$ cat src/logic/csp_pkg.sv
// Constants, register map and carrier types for the clock select block.
// Assumes a single 100 MHz ref_clk domain and a plain register port.
//
// Summary of operation
// - Switch system clock among three sources without glitches or runt pulses.
// - Reference clock is the selected source straight out of reset.
// - Three separate dividers make core, fast bus and peripheral clocks.
// - Alternate clock from a general-purpose pin is the third source.
// - Out-of-lock warm reset forces reference source until software clears it.
// - Override sticky flag shows the forced fallback; clearing it frees selector.
// - Each synthesiser stage has its own reset and bypass control.
// - Stage one output feeds stage two; same limits for both stages; no feed while stage one is bypassed.
// - Stage divides input, multiplies by ratio, divides output; filter range.
// - Lock detect enable and mode exist; enable only after lock (the enable bit acts as written, whatever the raw lock state).
// - Count measurements whose output/input ratio is below min or above max.
// - Out-of-lock when exception count exceeds underflow or overflow limit.
// - Out-of-lock shows in both lock event flag and unlock status.
// - Warm reset on out-of-lock only when the reset mask permits.
// - Raw lock status bit shows the synthesiser's current lock state.
// - Write-one-to-clear bits clear on one, ignore zero.
package csp_pkg;
  localparam logic [7:0] CSP_STATUS_OFS = 8'h04;
  localparam logic [7:0] CSP_CLKSEL_OFS = 8'h10;
  localparam logic [7:0] CSP_DIV_OFS = 8'h14;
  localparam logic [7:0] CSP_SYN1_OFS = 8'h18;
  localparam logic [7:0] CSP_LOCK_OFS = 8'h1C;
  localparam logic [7:0] CSP_SYN2_OFS = 8'h20;
  localparam logic [31:0] CSP_CLKSEL_RST = 32'h0000_0000;
  localparam logic [31:0] CSP_DIV_RST = 32'h0000_0000;
  localparam logic [31:0] CSP_SYN_RST = 32'h0000_0003;
  localparam logic [31:0] CSP_LOCK_RST = 32'h0000_0000;
  localparam int CSP_ST_RAW = 0;
  localparam int CSP_ST_EVENT = 1;
  localparam int CSP_ST_UNLOCK = 2;
  localparam int CSP_ST_OVR = 3;
  localparam int CSP_ST_ACT_LSB = 4;
  localparam int CSP_CS_SEL_LSB = 0;
  localparam int CSP_CS_MASK = 4;
  localparam int CSP_DIV_W = 8;
  localparam int CSP_SY_RST = 0;
  localparam int CSP_SY_BYP = 1;
  localparam int CSP_SY_FR_LSB = 4;
  localparam int CSP_SY_IN_LSB = 8;
  localparam int CSP_SY_RAT_LSB = 16;
  localparam int CSP_SY_OUT_LSB = 24;
  localparam int CSP_LK_EN = 0;
  localparam int CSP_LK_MODE = 1;
  localparam int CSP_LK_MIN_LSB = 8;
  localparam int CSP_LK_MAX_LSB = 16;
  localparam int CSP_LK_UND_LSB = 24;
  localparam int CSP_LK_OVF_LSB = 28;
  localparam int CSP_WINDOW_CYCLES = 256;

  typedef enum logic [1:0] {
    CSP_SRC_REF = 2'h0,
    CSP_SRC_SYNTH = 2'h1,
    CSP_SRC_ALT = 2'h2
  } csp_src_e;

  typedef enum logic [2:0] {
    CSP_SW_IDLE = 3'h1,
    CSP_SW_DROP = 3'h2,
    CSP_SW_RAISE = 3'h4
  } csp_sw_e;

  typedef struct packed {
    logic [5:0] out_div;
    logic [7:0] ratio;
    logic [3:0] in_div;
    logic [1:0] frange;
    logic bypass;
    logic reset;
  } csp_stage_s;

  typedef struct packed {
    logic [3:0] ovf_lim;
    logic [3:0] und_lim;
    logic [7:0] max;
    logic [7:0] min;
    logic mode;
    logic enable;
  } csp_lock_s;
endpackage : csp_pkg

$ cat src/logic/csp_lock_det.sv
// Ratio based out-of-lock detector for the two-stage synthesiser.
// Assumes fb_edge is a one-cycle pulse per rising edge of the stage two
// feedback tap, already synchronised to ref_clk.
`timescale 1ns/1ns
`default_nettype none
module csp_lock_det
  import csp_pkg::*;
#(
  parameter int WINDOW_CYCLES = CSP_WINDOW_CYCLES
) (
  input wire logic ref_clk,
  input wire logic rst,
  input wire csp_lock_s cfg,
  input wire logic fb_edge,
  output logic out_of_lock
);
  localparam int WW = $clog2(WINDOW_CYCLES);

  if (WINDOW_CYCLES < 2 || WINDOW_CYCLES > 65536) begin : g_chk
    $error("WINDOW_CYCLES must lie in 2..65536");
  end

  logic [WW-1:0] win_reg;
  logic [7:0] edge_reg;
  logic [4:0] und_reg;
  logic [4:0] ovf_reg;
  logic lost_reg;

  // Counts clear and hold at zero while detection is off, so stale counts never fire.
  wire clr = rst | ~cfg.enable;
  wire win_end = win_reg == WW'(WINDOW_CYCLES - 1);
  wire too_low = edge_reg < cfg.min;
  wire too_high = edge_reg > cfg.max;
  wire good = ~too_low & ~too_high;
  // Mode one wants consecutive exceptions; a good window restarts counts.
  wire restart = win_end & good & cfg.mode;
  wire [7:0] edge_inc = (edge_reg == 8'hFF) ? edge_reg : edge_reg + 8'h01;
  wire [4:0] und_inc = (und_reg == 5'h1F) ? und_reg : und_reg + 5'h01;
  wire [4:0] ovf_inc = (ovf_reg == 5'h1F) ? ovf_reg : ovf_reg + 5'h01;
  wire exceeded = (und_reg > {1'b0, cfg.und_lim})
                | (ovf_reg > {1'b0, cfg.ovf_lim});

  always_ff @(posedge ref_clk) begin
    if (clr) begin
      win_reg <= '0;
      edge_reg <= 8'h00;
      und_reg <= 5'h00;
      ovf_reg <= 5'h00;
      lost_reg <= 1'b0;
    end else begin
      win_reg <= win_end ? '0 : win_reg + WW'(1);
      if (win_end) begin
        edge_reg <= {7'h00, fb_edge};
      end else if (fb_edge) begin
        edge_reg <= edge_inc;
      end
      if (restart) begin
        und_reg <= 5'h00;
        ovf_reg <= 5'h00;
      end else if (win_end) begin
        und_reg <= too_low ? und_inc : und_reg;
        ovf_reg <= too_high ? ovf_inc : ovf_reg;
      end
      lost_reg <= lost_reg | exceeded;
    end
  end

  assign out_of_lock = lost_reg;
endmodule : csp_lock_det
`default_nettype wire

$ cat src/logic/csp_clock_ctrl.sv
// Clock source selector, system clock dividers, synthesiser control and
// lock supervision, with a small register port.
// Assumes the synthesiser, feedback and alternate clocks arrive as pins sampled by the faster ref_clk;
// the reference source is modelled as ref_clk divided by two.
//
// Added by the designer: the register addresses and the plain strobed port.
`timescale 1ns/1ns
`default_nettype none
module csp_clock_ctrl
  import csp_pkg::*;
#(
  parameter int WINDOW_CYCLES = CSP_WINDOW_CYCLES
) (
  input wire logic ref_clk,
  input wire logic rst,
  input wire logic [7:0] reg_addr,
  input wire logic [31:0] reg_wdata,
  input wire logic reg_wr,
  input wire logic reg_rd,
  output logic [31:0] reg_rdata,
  input wire logic synth_output_clock,
  input wire logic synth_fb_clock,
  input wire logic alternate_gpio_clock,
  input wire logic synth_lock_raw,
  output logic sys_clock,
  output logic core_dsp_clock,
  output logic fast_bus_clock,
  output logic peripheral_bus_clock,
  output csp_stage_s stage1_cfg,
  output csp_stage_s stage2_cfg,
  output logic stage2_from_stage1,
  output logic warm_reset
);
  // Pin inputs: synth clock, feedback tap, alternate clock, raw lock.
  localparam int NPIN = 4;

  // The detector needs a window of at least two cycles to see an end, and
  // its window counter is kept to sixteen bits to stay small.
  if (WINDOW_CYCLES < 2 || WINDOW_CYCLES > 65536) begin : g_win_chk
    $error("WINDOW_CYCLES must lie in 2..65536");
  end

  logic [NPIN-1:0] pin_in;
  logic [NPIN-1:0] pin_flt;
  logic [31:0] clksel_reg;
  logic [31:0] div_reg;
  logic [31:0] syn1_reg;
  logic [31:0] syn2_reg;
  logic [31:0] lock_reg;
  logic event_reg;
  logic override_reg;
  logic lost_prev_reg;
  logic warm_reset_reg;
  logic ref_lvl_reg;
  logic fb_prev_reg;
  logic sys_lvl_reg;
  logic sys_prev_reg;
  logic [31:0] rdata_reg;
  csp_sw_e sw_reg;
  csp_sw_e sw_next;
  csp_src_e active_reg;
  csp_src_e target_reg;
  csp_src_e target_next;
  csp_src_e active_next;
  logic [2:0] en_req_reg;
  logic [2:0] en_req_next;
  logic [2:0] en_act;
  logic [2:0] src_lvl;
  logic [2:0] div_clk;
  logic out_of_lock;

  assign pin_in = {synth_lock_raw, alternate_gpio_clock, synth_fb_clock,
                   synth_output_clock};

  // Three-stage sampling; a new level is taken once stages two and three
  // agree, which rejects a single metastable or noisy sample.
  for (genvar p = 0; p < NPIN; p++) begin : g_pin
    logic s1_reg;
    logic s2_reg;
    logic s3_reg;
    logic flt_reg;
    always_ff @(posedge ref_clk) begin
      if (rst) begin
        s1_reg <= 1'b0;
        s2_reg <= 1'b0;
        s3_reg <= 1'b0;
        flt_reg <= 1'b0;
      end else begin
        s1_reg <= pin_in[p];
        s2_reg <= s1_reg;
        s3_reg <= s2_reg;
        if (s2_reg == s3_reg) begin
          flt_reg <= s3_reg;
        end
      end
    end
    assign pin_flt[p] = flt_reg;
  end

  wire synth_lvl = pin_flt[0];
  wire fb_lvl = pin_flt[1];
  wire alt_lvl = pin_flt[2];
  wire raw_lock = pin_flt[3];

  // Register decode.
  wire hit_status = reg_addr == CSP_STATUS_OFS;
  wire hit_clksel = reg_addr == CSP_CLKSEL_OFS;
  wire hit_div = reg_addr == CSP_DIV_OFS;
  wire hit_syn1 = reg_addr == CSP_SYN1_OFS;
  wire hit_lock = reg_addr == CSP_LOCK_OFS;
  wire hit_syn2 = reg_addr == CSP_SYN2_OFS;
  wire wr_status = reg_wr & hit_status;

  always_ff @(posedge ref_clk) begin
    if (rst) begin
      clksel_reg <= CSP_CLKSEL_RST;
      div_reg <= CSP_DIV_RST;
      syn1_reg <= CSP_SYN_RST;
      syn2_reg <= CSP_SYN_RST;
      lock_reg <= CSP_LOCK_RST;
    end else if (reg_wr) begin
      if (hit_clksel) clksel_reg <= reg_wdata;
      if (hit_div) div_reg <= reg_wdata;
      if (hit_syn1) syn1_reg <= reg_wdata;
      if (hit_syn2) syn2_reg <= reg_wdata;
      if (hit_lock) lock_reg <= reg_wdata;
    end
  end

  // Synthesiser stage fields go straight to the analog macro; a reset or
  // bypass bit acts on its own stage; stage one's bypass also drives stage2_from_stage1.
  function automatic csp_stage_s stage_of(input logic [31:0] r);
    csp_stage_s s;
    s.reset = r[CSP_SY_RST];
    s.bypass = r[CSP_SY_BYP];
    s.frange = r[CSP_SY_FR_LSB +: 2];
    s.in_div = r[CSP_SY_IN_LSB +: 4];
    s.ratio = r[CSP_SY_RAT_LSB +: 8];
    s.out_div = r[CSP_SY_OUT_LSB +: 6];
    return s;
  endfunction : stage_of

  assign stage1_cfg = stage_of(syn1_reg);
  assign stage2_cfg = stage_of(syn2_reg);
  // Stage two runs from stage one's output unless stage one is bypassed.
  assign stage2_from_stage1 = ~syn1_reg[CSP_SY_BYP];

  csp_lock_s lock_cfg;
  assign lock_cfg.enable = lock_reg[CSP_LK_EN];
  assign lock_cfg.mode = lock_reg[CSP_LK_MODE];
  assign lock_cfg.min = lock_reg[CSP_LK_MIN_LSB +: 8];
  assign lock_cfg.max = lock_reg[CSP_LK_MAX_LSB +: 8];
  assign lock_cfg.und_lim = lock_reg[CSP_LK_UND_LSB +: 4];
  assign lock_cfg.ovf_lim = lock_reg[CSP_LK_OVF_LSB +: 4];

  // The feedback tap is the stage two output, measured against ref_clk,
  // which is the stage one input.
  wire fb_edge = fb_lvl & ~fb_prev_reg;

  csp_lock_det #(
    .WINDOW_CYCLES(WINDOW_CYCLES)
  ) u_lock_det (
    .ref_clk(ref_clk),
    .rst(rst),
    .cfg(lock_cfg),
    .fb_edge(fb_edge),
    .out_of_lock(out_of_lock)
  );

  // Only the rising edge of the lost condition acts, so one loss of lock
  // gives one warm reset pulse however long the detector stays tripped.
  wire lost_rise = out_of_lock & ~lost_prev_reg;
  wire reset_ok = clksel_reg[CSP_CS_MASK];
  wire warm_cause = lost_rise & reset_ok;
  wire clr_event = wr_status & reg_wdata[CSP_ST_EVENT];
  wire clr_ovr = wr_status & reg_wdata[CSP_ST_OVR];

  // A new event in the clearing cycle wins over the clear.
  always_ff @(posedge ref_clk) begin
    if (rst) begin
      event_reg <= 1'b0;
      override_reg <= 1'b0;
      lost_prev_reg <= 1'b0;
      warm_reset_reg <= 1'b0;
    end else begin
      lost_prev_reg <= out_of_lock;
      warm_reset_reg <= warm_cause;
      event_reg <= lost_rise | (event_reg & ~clr_event);
      override_reg <= warm_cause | (override_reg & ~clr_ovr);
    end
  end

  assign warm_reset = warm_reset_reg;

  // Source choice: the override pins the reference until it is cleared;
  // the unused code 3 also means the reference.
  wire [1:0] sel_field = clksel_reg[CSP_CS_SEL_LSB +: 2];
  wire sel_bad = sel_field == 2'h3;
  wire [1:0] want_code = (override_reg | sel_bad) ? CSP_SRC_REF
                                                  : sel_field;
  wire csp_src_e want = csp_src_e'(want_code);

  always_ff @(posedge ref_clk) begin
    if (rst) begin
      ref_lvl_reg <= 1'b0;
      fb_prev_reg <= 1'b0;
    end else begin
      ref_lvl_reg <= ~ref_lvl_reg;
      fb_prev_reg <= fb_lvl;
    end
  end

  assign src_lvl = {alt_lvl, synth_lvl, ref_lvl_reg};

  // Each enable only moves while its own source is low, so a source is
  // never cut or started inside a high phase.
  for (genvar s = 0; s < 3; s++) begin : g_src
    logic act_reg;
    always_ff @(posedge ref_clk) begin
      if (rst) begin
        act_reg <= (s == 0);
      end else if (!src_lvl[s]) begin
        act_reg <= en_req_reg[s];
      end
    end
    assign en_act[s] = act_reg;
  end

  // Break before make: old enable must be seen off before the new one is
  // requested. A target clock stopped high leaves the switch waiting in RAISE.
  always_comb begin
    sw_next = sw_reg;
    target_next = target_reg;
    active_next = active_reg;
    en_req_next = en_req_reg;
    case (sw_reg)
      CSP_SW_IDLE: begin
        if (want != active_reg) begin
          target_next = want;
          en_req_next[active_reg] = 1'b0;
          sw_next = CSP_SW_DROP;
        end
      end
      CSP_SW_DROP: begin
        if (!en_act[active_reg]) begin
          en_req_next[target_reg] = 1'b1;
          sw_next = CSP_SW_RAISE;
        end
      end
      CSP_SW_RAISE: begin
        if (en_act[target_reg]) begin
          active_next = target_reg;
          sw_next = CSP_SW_IDLE;
        end
      end
      default: begin
        sw_next = CSP_SW_IDLE;
      end
    endcase
  end

  always_ff @(posedge ref_clk) begin
    if (rst) begin
      sw_reg <= CSP_SW_IDLE;
      active_reg <= CSP_SRC_REF;
      target_reg <= CSP_SRC_REF;
      en_req_reg <= 3'h1;
    end else begin
      sw_reg <= sw_next;
      active_reg <= active_next;
      target_reg <= target_next;
      en_req_reg <= en_req_next;
    end
  end

  always_ff @(posedge ref_clk) begin
    if (rst) begin
      sys_lvl_reg <= 1'b0;
      sys_prev_reg <= 1'b0;
    end else begin
      sys_lvl_reg <= |(src_lvl & en_act);
      sys_prev_reg <= sys_lvl_reg;
    end
  end

  assign sys_clock = sys_lvl_reg;
  wire sys_rise = sys_lvl_reg & ~sys_prev_reg;

  // Divider value 0 passes the system clock; N toggles every N rising
  // edges, giving a divide by 2N with a 50 percent duty cycle.
  for (genvar d = 0; d < 3; d++) begin : g_div
    logic [CSP_DIV_W-1:0] cnt_reg;
    logic clk_reg;
    wire [CSP_DIV_W-1:0] dv = div_reg[d*CSP_DIV_W +: CSP_DIV_W];
    wire at_end = cnt_reg >= dv - 8'h01;
    always_ff @(posedge ref_clk) begin
      if (rst) begin
        cnt_reg <= 8'h00;
        clk_reg <= 1'b0;
      end else if (dv == 8'h00) begin
        cnt_reg <= 8'h00;
        clk_reg <= sys_lvl_reg;
      end else if (sys_rise) begin
        cnt_reg <= at_end ? 8'h00 : cnt_reg + 8'h01;
        clk_reg <= at_end ? ~clk_reg : clk_reg;
      end
    end
    assign div_clk[d] = clk_reg;
  end

  assign core_dsp_clock = div_clk[0];
  assign fast_bus_clock = div_clk[1];
  assign peripheral_bus_clock = div_clk[2];

  logic [31:0] status_word;
  always_comb begin
    status_word = 32'h0000_0000;
    status_word[CSP_ST_RAW] = raw_lock;
    status_word[CSP_ST_EVENT] = event_reg;
    status_word[CSP_ST_UNLOCK] = out_of_lock;
    status_word[CSP_ST_OVR] = override_reg;
    status_word[CSP_ST_ACT_LSB +: 2] = active_reg;
  end

  wire [31:0] rd_mux = hit_status ? status_word
                     : hit_clksel ? clksel_reg
                     : hit_div ? div_reg
                     : hit_syn1 ? syn1_reg
                     : hit_lock ? lock_reg
                     : hit_syn2 ? syn2_reg
                     : 32'h0000_0000;

  // Read data stands one cycle only; zero otherwise.
  always_ff @(posedge ref_clk) begin
    if (rst) begin
      rdata_reg <= 32'h0000_0000;
    end else begin
      rdata_reg <= reg_rd ? rd_mux : 32'h0000_0000;
    end
  end

  assign reg_rdata = rdata_reg;
endmodule : csp_clock_ctrl
`default_nettype wire

$ cat config.mk
export PLATFORM = sky130hd
export DESIGN_NAME = csp_clock_ctrl
export DESIGN_NICKNAME = d
export VERILOG_FILES = /design/src/logic/csp_pkg.sv /design/src/logic/csp_lock_det.sv /design/src/logic/csp_clock_ctrl.sv
export SDC_FILE = /design/constraint.sdc
export NUM_CORES = 1
export LEC_CHECK = 0
export BUFFER_PORTS_ARGS = -buffer_cell sky130_fd_sc_hd__clkbuf_2
export CAP_MARGIN = 10
export CORE_ASPECT_RATIO = 2
export CORE_MARGIN = 4
export CORE_UTILIZATION = 50
export CTS_BUF_LIST = sky130_fd_sc_hd__clkbuf_4 sky130_fd_sc_hd__clkbuf_8
export DETAILED_ROUTE_END_ITERATION = 8
export PLACE_DENSITY = 0.69
export SLEW_MARGIN = 10
export SYNTH_ARGS = -nofsm -noshare
export SYNTH_HDL_FRONTEND = slang
export SYNTH_HIERARCHICAL = 1
export SYNTH_SLANG_ARGS = --single-unit
$ cat constraint.sdc
create_clock -name ref_clk -period 3 [get_ports ref_clk]
set_input_delay 0.45 -clock ref_clk [delete_from_list [all_inputs] [get_ports ref_clk]]
set_output_delay 0.45 -clock ref_clk [all_outputs]
set_load 0.1 [all_outputs]
==> results, run 1 <==
- The run finished with clean final reports.
- In the final routing, the length of wire on met1 measures 13.9 mm.
- Along the worst hold path, the cell count comes to 2.
- The final standard cell area without fillers is 15000 um^2.
- The total wirelength of the detailed-routed design is 37.9 mm.
- Setup repair after global routing left no endpoint under its margin.
- At the worst endpoint, the required time is 3.44 ns.
- The number of synthesis warnings is 6.
- The post-DP HPWL is 27.1 mm.
- The origin of the worst min-delay path is synth_fb_clock.
- A synthesized cell averages 8.30 um^2.
- The initial standard-cell utilization of the core is 50.7%.
- In this run, CTS created clock tree buffers numbering 40.
- The first global-routing pass estimated 59.5 mm of wire.
- The type of the tightest min-delay check is in -> reg.
- The synthesis-to-finish area growth is 12.0%.
- The top flip-flop cell by instance count after synthesis is sky130_fd_sc_hd__dfxtp_1.
- Row generation in the floorplan step produced 84 rows.
- Setup slack on the worst reg-to-reg path comes out at 0.23 ns.
- The endpoint identified for the worst register-to-register timing path is peripheral_bus_clock$_SDFFE_PP0P_.
- The largest area contributor in the netlist is sky130_fd_sc_hd__dfxtp_1.
- For the worst-skew pair, the clock arrives at the later sink with an insertion delay of 0.57 ns.
- Global routing consumed, over all layers together, 25.4% of the routing resources.
- In this run the post-CTS setup repair buffer count came out at 0.
- In this run the cell area measured after placement is 14000 um^2.
- The total overflow reported by the global router is 0.
- The final routed DRC violation total is 0.
- The amount of wire on met3 after detailed routing is 1.81 mm.
- The number of standard cells after synthesis is 1610.
- The I/O pin total is 130.
- The final layout contains 1787 nets.
- Synthesis instantiated 76 different standard cells from the library.
- The pin count of the biggest net entering global routing is 96.
- The initial antenna violation count came to 2.
- The setup slack at placement is 0.215 ns.
- The root buffer cell chosen for the clock tree is sky130_fd_sc_hd__clkbuf_8.
- After clock tree synthesis, the repair step resized 0 gates.
- The max capacitance violation total is 0.
- The sink count of the clock tree is 283.
- Of the cells placed in the final design, the portion with a size suffix greater than 1 is 17.0%.
- The share of flip-flops with an asynchronous set or reset is 0%.
- The total negative setup slack is 0 ns.
- After the first detailed-routing iteration, the DRC count stood at 857.
- The die footprint is 29600 um^2.
- The maximum achievable frequency is 361 MHz.
- Cells fill 56.7% of the core in the end.
- In this run the critical register-to-register path is launched from div_reg[18]$_SDFFE_PP0P_.
- Measured along the x axis, the die boundary spans 124 um.
- The standby leakage power is 0.00569 uW.
- The highest layer touched by signal routing is met4.
- For the pin with the worst max-slew slack, the measured transition is 0.774 ns.
- On the worst path, the slowest cell contributes a delay of 0.56 ns.
- The top cell type's share of synthesized area is 42.4%.
- The post-layout minimum cycle time is 2.77 ns.
- The detailed route wirelength on metal2 is 20.2 mm.
- The congestion estimate from routability-driven global placement came to 0.928.
- By startpoint and endpoint, the worst setup path is classified as reg -> reg.
- The endpoint of the worst hold-timing path is g_pin[1].s1_reg$_SDFF_PP0_.
- The cell repeated most along the worst path is sky130_fd_sc_hd__a21oi_1.
- The startpoint type of the worst setup path is a flip-flop.
- Headroom to the max-slew limit came out at 48.4%.
- Setup slack closes at 0.229 ns.
- The number of nets produced by synthesis is 1720.
- The worst-case clock buffer depth is 3.
- Dividing the detail-routed wire length by the instance count gives 18.5 um.
- Once detail routing completed, the nets flagged for antenna violations numbered 0.
- The total of hold buffers inserted after clock tree synthesis is 0.
- The critical path data arrival time is 3.21 ns.
- The count of buffers added on input and output ports is 129.
- The worst-case hold slack is 0.0960 ns.
- The number of detailed-routing iterations run before antenna repair is 7.
- Walking the worst path, the cells encountered are nor4_1 -> nand2_1 -> xor2_1 -> ha_1 -> a21o_1 -> a21oi_1 -> a21oi_1 -> a2111oi_0.
- In this run the cell area of the synthesized design comes to 13400 um^2.
- The H-tree was split into 2 levels.
- Summing over every cut layer, the via total after detailed routing is 11800.
- The length in cells of the worst reg-to-reg path is 8.
- VDD sags by at most 363 uV.
- The detailed-route vias per instance is 5.73.
- The highest fanout seen on the critical path is 7.
- The final period utilization is 92.4%.
- Dividing total power by cell area gives a power density of 505 nW/um^2.
- The via count of the first global-routing pass is 11500.
- TritonCTS built the clock tree.
- After clock tree synthesis, the clock-pin slew on the worst setup and hold paths is 0.07 ns.
- The die span in y is 239 um.
- The worst setup skew after layout is 0.0166 ns.
- The element type at the critical path end is a flip-flop.
- Sequential cells were found to cover 42.4% of the synthesized design area.
- The count of endpoints failing setup in the final report is 0.
- The flop and latch count out of synthesis is 283.
- The count of endpoints failing hold in the final timing report is 0.
- The max-slew violation count is 0.
- After synthesis, the cell types taking the most area are sky130_fd_sc_hd__dfxtp_1 42%, sky130_fd_sc_hd__nand2_1 11%, sky130_fd_sc_hd__a21oi_1 7.3%.
- The placeable core region is 26400 um^2.
- The slowest stage of the critical path is the sky130_fd_sc_hd__nor4_1 cell.
- The number of flops mapped to enable cells by yosys is 0.
## worst max path at each step
| stage | startpoint | endpoint |
|---|---|---|
| final | div_reg[18]$_SDFFE_PP0P_ | peripheral_bus_clock$_SDFFE_PP0P_ |
| after floorplan | div_reg[10]$_SDFFE_PP0P_ | fast_bus_clock$_SDFFE_PP0P_ |
| after global placement | div_reg[10]$_SDFFE_PP0P_ | fast_bus_clock$_SDFFE_PP0P_ |
| after global routing | div_reg[18]$_SDFFE_PP0P_ | peripheral_bus_clock$_SDFFE_PP0P_ |
| after detailed placement | div_reg[10]$_SDFFE_PP0P_ | fast_bus_clock$_SDFFE_PP0P_ |
| after CTS | div_reg[10]$_SDFFE_PP0P_ | fast_bus_clock$_SDFFE_PP0P_ |
## layer usage
metal,vias to the layer above,global-route usage (%)
met5,-,0
met4,0,13.4
met3,94,3.80
met2,371,46.9
met1,5619,27.0
li1,5686,-
## power by group
part | switching, uW | leakage (uW) | internal [uW]
Combinational | 199 | 0.00291 | 72.8
Sequential | 12.1 | 0.00228 | 3770
Clock | 1510 | 0.000490 | 1980
Total | 1730 | 0.00569 | 5830
## cell usage after synthesis (all sizes together) (21+ instances only)
master    n
clkbuf   61
ha       62
inv      44
a21oi   195
o21ai    35
xor2     21
buf      81
dfxtp   283
a22o     26
mux2     27
nand2   379
nand3    35
nor2b    31
a222oi   32
nor2     76
## critical path: cells and delay by family (launching register included)
kind	cells	cell delay (ns)
flip-flops	1	0.37
adder cells (fa/ha/maj)	1	0.30
AO/OA/AOI/OAI	4	1.12
AND/OR/NAND/NOR	2	0.70
XOR/XNOR	1	0.17
## stage by stage
| stage | power, uW | instances |
|---|---|---|
| after floorplan | 4010 | 1610 |
| after global placement | 4130 | 1979 |
| after detailed placement | 4130 | 1979 |
| after CTS | 7620 | 2051 |
| after global routing | 7790 | 2053 |
| final | 7550 | 2053 |
## cell usage in the layout (no fill, tap or decap), types with 6 or more instances in the layout
master and n:
sky130_fd_sc_hd__o211ai_1 7, sky130_fd_sc_hd__dfxtp_1 283, sky130_fd_sc_hd__xor2_1 21, sky130_fd_sc_hd__xnor2_1 19, sky130_fd_sc_hd__a21oi_1 195, sky130_fd_sc_hd__nand4_1 17
sky130_fd_sc_hd__o21ai_0 33, sky130_fd_sc_hd__clkbuf_4 6, sky130_fd_sc_hd__inv_1 44, sky130_fd_sc_hd__and3_1 8, sky130_fd_sc_hd__clkinv_2 8, sky130_fd_sc_hd__a222oi_1 32
sky130_fd_sc_hd__nor3_1 19, sky130_fd_sc_hd__mux2_2 27, sky130_fd_sc_hd__clkbuf_2 128, sky130_fd_sc_hd__nand3_1 35, sky130_fd_sc_hd__a21o_1 10, sky130_fd_sc_hd__mux2i_1 8
sky130_fd_sc_hd__a22o_1 25, sky130_fd_sc_hd__ha_1 62, sky130_fd_sc_hd__nor3b_1 14, sky130_fd_sc_hd__clkbuf_8 52, sky130_fd_sc_hd__a31oi_1 7, sky130_fd_sc_hd__or3_1 7
sky130_fd_sc_hd__a211oi_1 10, sky130_fd_sc_hd__o21a_1 7, sky130_fd_sc_hd__nand2_1 379, sky130_fd_sc_hd__o2bb2ai_1 7, sky130_fd_sc_hd__nor2b_1 30, sky130_fd_sc_hd__a211o_1 9
sky130_fd_sc_hd__nand2b_1 6, sky130_fd_sc_hd__nor2_1 75, sky130_fd_sc_hd__buf_4 35
## final cells by class
cell class                      count  area [um^2]
Clock inverter                     14          175
Timing Repair Buffer              167          975
Sequential cell                   283         5670
Multi-Input combinational cell   1140         6780
Clock buffer                       58          761
Tap cell                          344          430
Inverter                           45          169
Antenna cell                        2         5.00
Fill cell                        2473        11400
## kinds of logic (layout without fill, tap and decap cells)
logic type	count (synthesis)	in the layout	share of synthesized area (%)
fa+ha+maj	62	62	5.80
xor+xnor	40	40	2.62
mux	35	35	2.87
flops	283	283	42.4
other cells	0	2	0
buf+inv	187	284	7.03
simple gates	641	641	22.0
compound gates	362	362	17.3
(Power assumes the default switching activity.)
==> inputs of run 2 (changes only) <==
CORE_UTILIZATION = 45   (was 50)
PLACE_DENSITY = default   (was 0.69)
==> run 2 against run 1 <==
  * Final area barely moved
  * First-iteration DRC count down 14%
  * Total power fell by 1.3%
  * Via count increased by 0.46%
==> results, run 2 (same netlist as run 1, synthesis figures left out) <==
- The run finished with clean final reports.
- The width of the die is 130 um.
- After layout, the worst path uses 91.7% of the clock period.
- The initial antenna violation count was 0.
- Dividing total power by cell area gives a power density of 498 nW/um^2.
- For this design the top-level I/O count stands at 130.
- In this run, post-CTS hold repair placed 0 buffers.
- The maximum achievable frequency is 364 MHz.
- The die footprint is 32700 um^2.
- STA classifies the critical path endpoint as a flip-flop.
- In the final layout, the multi-input gates occupy 6780 um^2.
- The total number of nets in the final design is 1792.
- Setup repair after global routing left no endpoint under its margin.
- For the worst flop-to-flop path, the logic depth is 8.
- After clock tree synthesis, the clock-pin slew on the worst setup and hold paths is 0.07 ns.
- After global routing the overflow that remains totals 0.
- With fillers left out, the area of the finished cells amounts to 15000 um^2.
- TritonCTS built the clock tree.
- The setup slack at placement is 0.233 ns.
- The count of endpoints failing hold in the final timing report is 0.
- The relative slew slack is 45.6%.
- Before antenna repair, the detailed router went through 5 iterations.
- The number of rows created at floorplan is 89.
- The average wire length per cell after detail routing is 19.1 um.
- Counting instances, the worst hold path has a depth of 2.
- In this run the standard cell core region covers 29400 um^2.
- STA puts the critical path data arrival time at 3.20 ns.
- The highest fanout seen on the critical path is 7.
- The detailed-route vias per instance is 5.69.
- The setup check on the worst reg-to-reg path leaves a slack of 0.25 ns.
- CTS placed an instance of sky130_fd_sc_hd__clkbuf_8 at the clock tree root.
- After detailed routing, the total wire length is 39.6 mm.
- The die span in y is 252 um.
- Across the VDD grid, the largest voltage drop is 344 uV.
- The number of gates given a new drive strength after cts is 0.
- In the detailed route, the total length drawn on met2 is 20.9 mm.
- The post-DP HPWL is 28.6 mm.
- The worst path required time is 3.45 ns.
- The count of endpoints failing setup in the final report is 0.
- The remaining number of nets flagged by the antenna check after routing is 0.
- Clock tree synthesis inserted a total of 42 buffers.
- The total routing usage reported by global routing is 23.9%.
- Wire segments on met3 add up to 2.23 mm in the final route.
- The startpoint type of the worst setup path is a flip-flop.
- The post-CTS setup buffer count is 0.
- By startpoint and endpoint, the worst setup path is classified as reg -> reg.
- The top cell types in the final layout, fill and taps aside, are 379 x sky130_fd_sc_hd__nand2_1, 283 x sky130_fd_sc_hd__dfxtp_1, 195 x sky130_fd_sc_hd__a21oi_1.
- The port buffer count is 129.
- After detailed routing, the number of remaining DRC violations is 0.
- For this block, wires on met1 add up to 14.7 mm.
- The filler cell count is 2928.
- The wire length of the first global-routing pass is 62.1 mm.
- The count of H-tree levels built during CTS is 2.
- The global placer's final weighted congestion is 0.895.
- CTS saw 283 sinks.
- The initial standard-cell utilization of the core is 45.5%.
- Entering global routing, the biggest net connects 60 pins.
- In this run the top signal layer used is met4.
- Summing over every cut layer, the via total after detailed routing is 11800.
- The placement-stage cell area is 14100 um^2.
- The worst path meets setup with 0.250 ns of slack.
- The synthesis-to-finish area growth is 12.0%.
- The leading cell type in the layout, fill and taps excluded is sky130_fd_sc_hd__nand2_1.
- The via count of the first global-routing pass is 11700.
- For the final database, setup skew stands at 0.0302 ns.
- The post-layout minimum cycle time is 2.75 ns.
- The transition time at the pin with the least slew margin is 0.816 ns.
- After the first detailed-routing iteration, the DRC count stood at 736.
- Max-cap violations in this run came to 0.
- The clock latency reported for the late side of the worst-skew pair is 0.57 ns.
- In the final layout, flip-flops and latches occupy 5670 um^2.
- The worst hold path belongs to the class in -> reg.
- The fraction of layout cells with a size suffix above 1 is 17.3%.
- Setup total negative slack on the finished layout was measured at 0 ns.
- The standby leakage power is 0.00570 uW.
- The worst-case clock buffer depth is 3.
- The max-slew violation count is 0.
- The post-layout total power is 7460 uW.
- The count of inserted antenna diode cells is 0.
-- run 2: layout make-up --
class | instances | area share, %
sequential | 283 | 37.8
multi-input combinational | 1140 | 45.3
timing repair buffer | 170 | 6.66
inverter | 45 | 1.13
clock buffer | 70 | 5.72
tap | 364 | 3.04
clock inverter | 5 | 0.351
-- run 2: through the flow --
step | instances | utilization, % | hold slack (ns)
finish | 2077 | 50.9 | 0.0952
global route | 2077 | 50.9 | 0.0954
CTS | 2077 | 50.9 | 0.0533
detailed placement | 2002 | 47.8 | 0.423
global placement | 2002 | 47.8 | 0.419
floorplan | 1610 | - | 0.406
-- run 2: path summary, 6_finish.rpt --
path	from	to
worst max-delay path	div_reg[2]$_SDFFE_PP0P_	core_dsp_clock$_SDFFE_PP0P_
worst min-delay path	synth_lock_raw	g_pin[3].s1_reg$_SDFF_PP0_
worst max register to register	div_reg[2]$_SDFFE_PP0P_	core_dsp_clock$_SDFFE_PP0P_
worst min register to register	g_pin[1].s1_reg$_SDFF_PP0_	g_pin[1].s2_reg$_SDFF_PP0_
-- run 2: power breakdown --
part / internal, uW / leakage [uW] / switching [uW]
clock: 1880 / 0.000485 / 1510
combinational: 73.9 / 0.00293 / 207
sequential: 3770 / 0.00228 / 11.2
total: 5730 / 0.00570 / 1730
-- run 2: critical path: stages, from the launching register on --
cell and delay (ns):
sky130_fd_sc_hd__dfxtp_1 0.36, sky130_fd_sc_hd__nor4_1 0.55, sky130_fd_sc_hd__nand2_1 0.13, sky130_fd_sc_hd__xor2_1 0.17, sky130_fd_sc_hd__ha_1 0.30, sky130_fd_sc_hd__a21o_1 0.18
sky130_fd_sc_hd__a21oi_1 0.45, sky130_fd_sc_hd__a21oi_1 0.11, sky130_fd_sc_hd__a2111oi_0 0.38
-- run 2: metal layers --
metal  up-vias  global-route usage, %
met5         -                      0
li1       5688                      -
met4         0                   10.9
met2       404                   44.3
met3       103                   3.45
met1      5629                   26.3
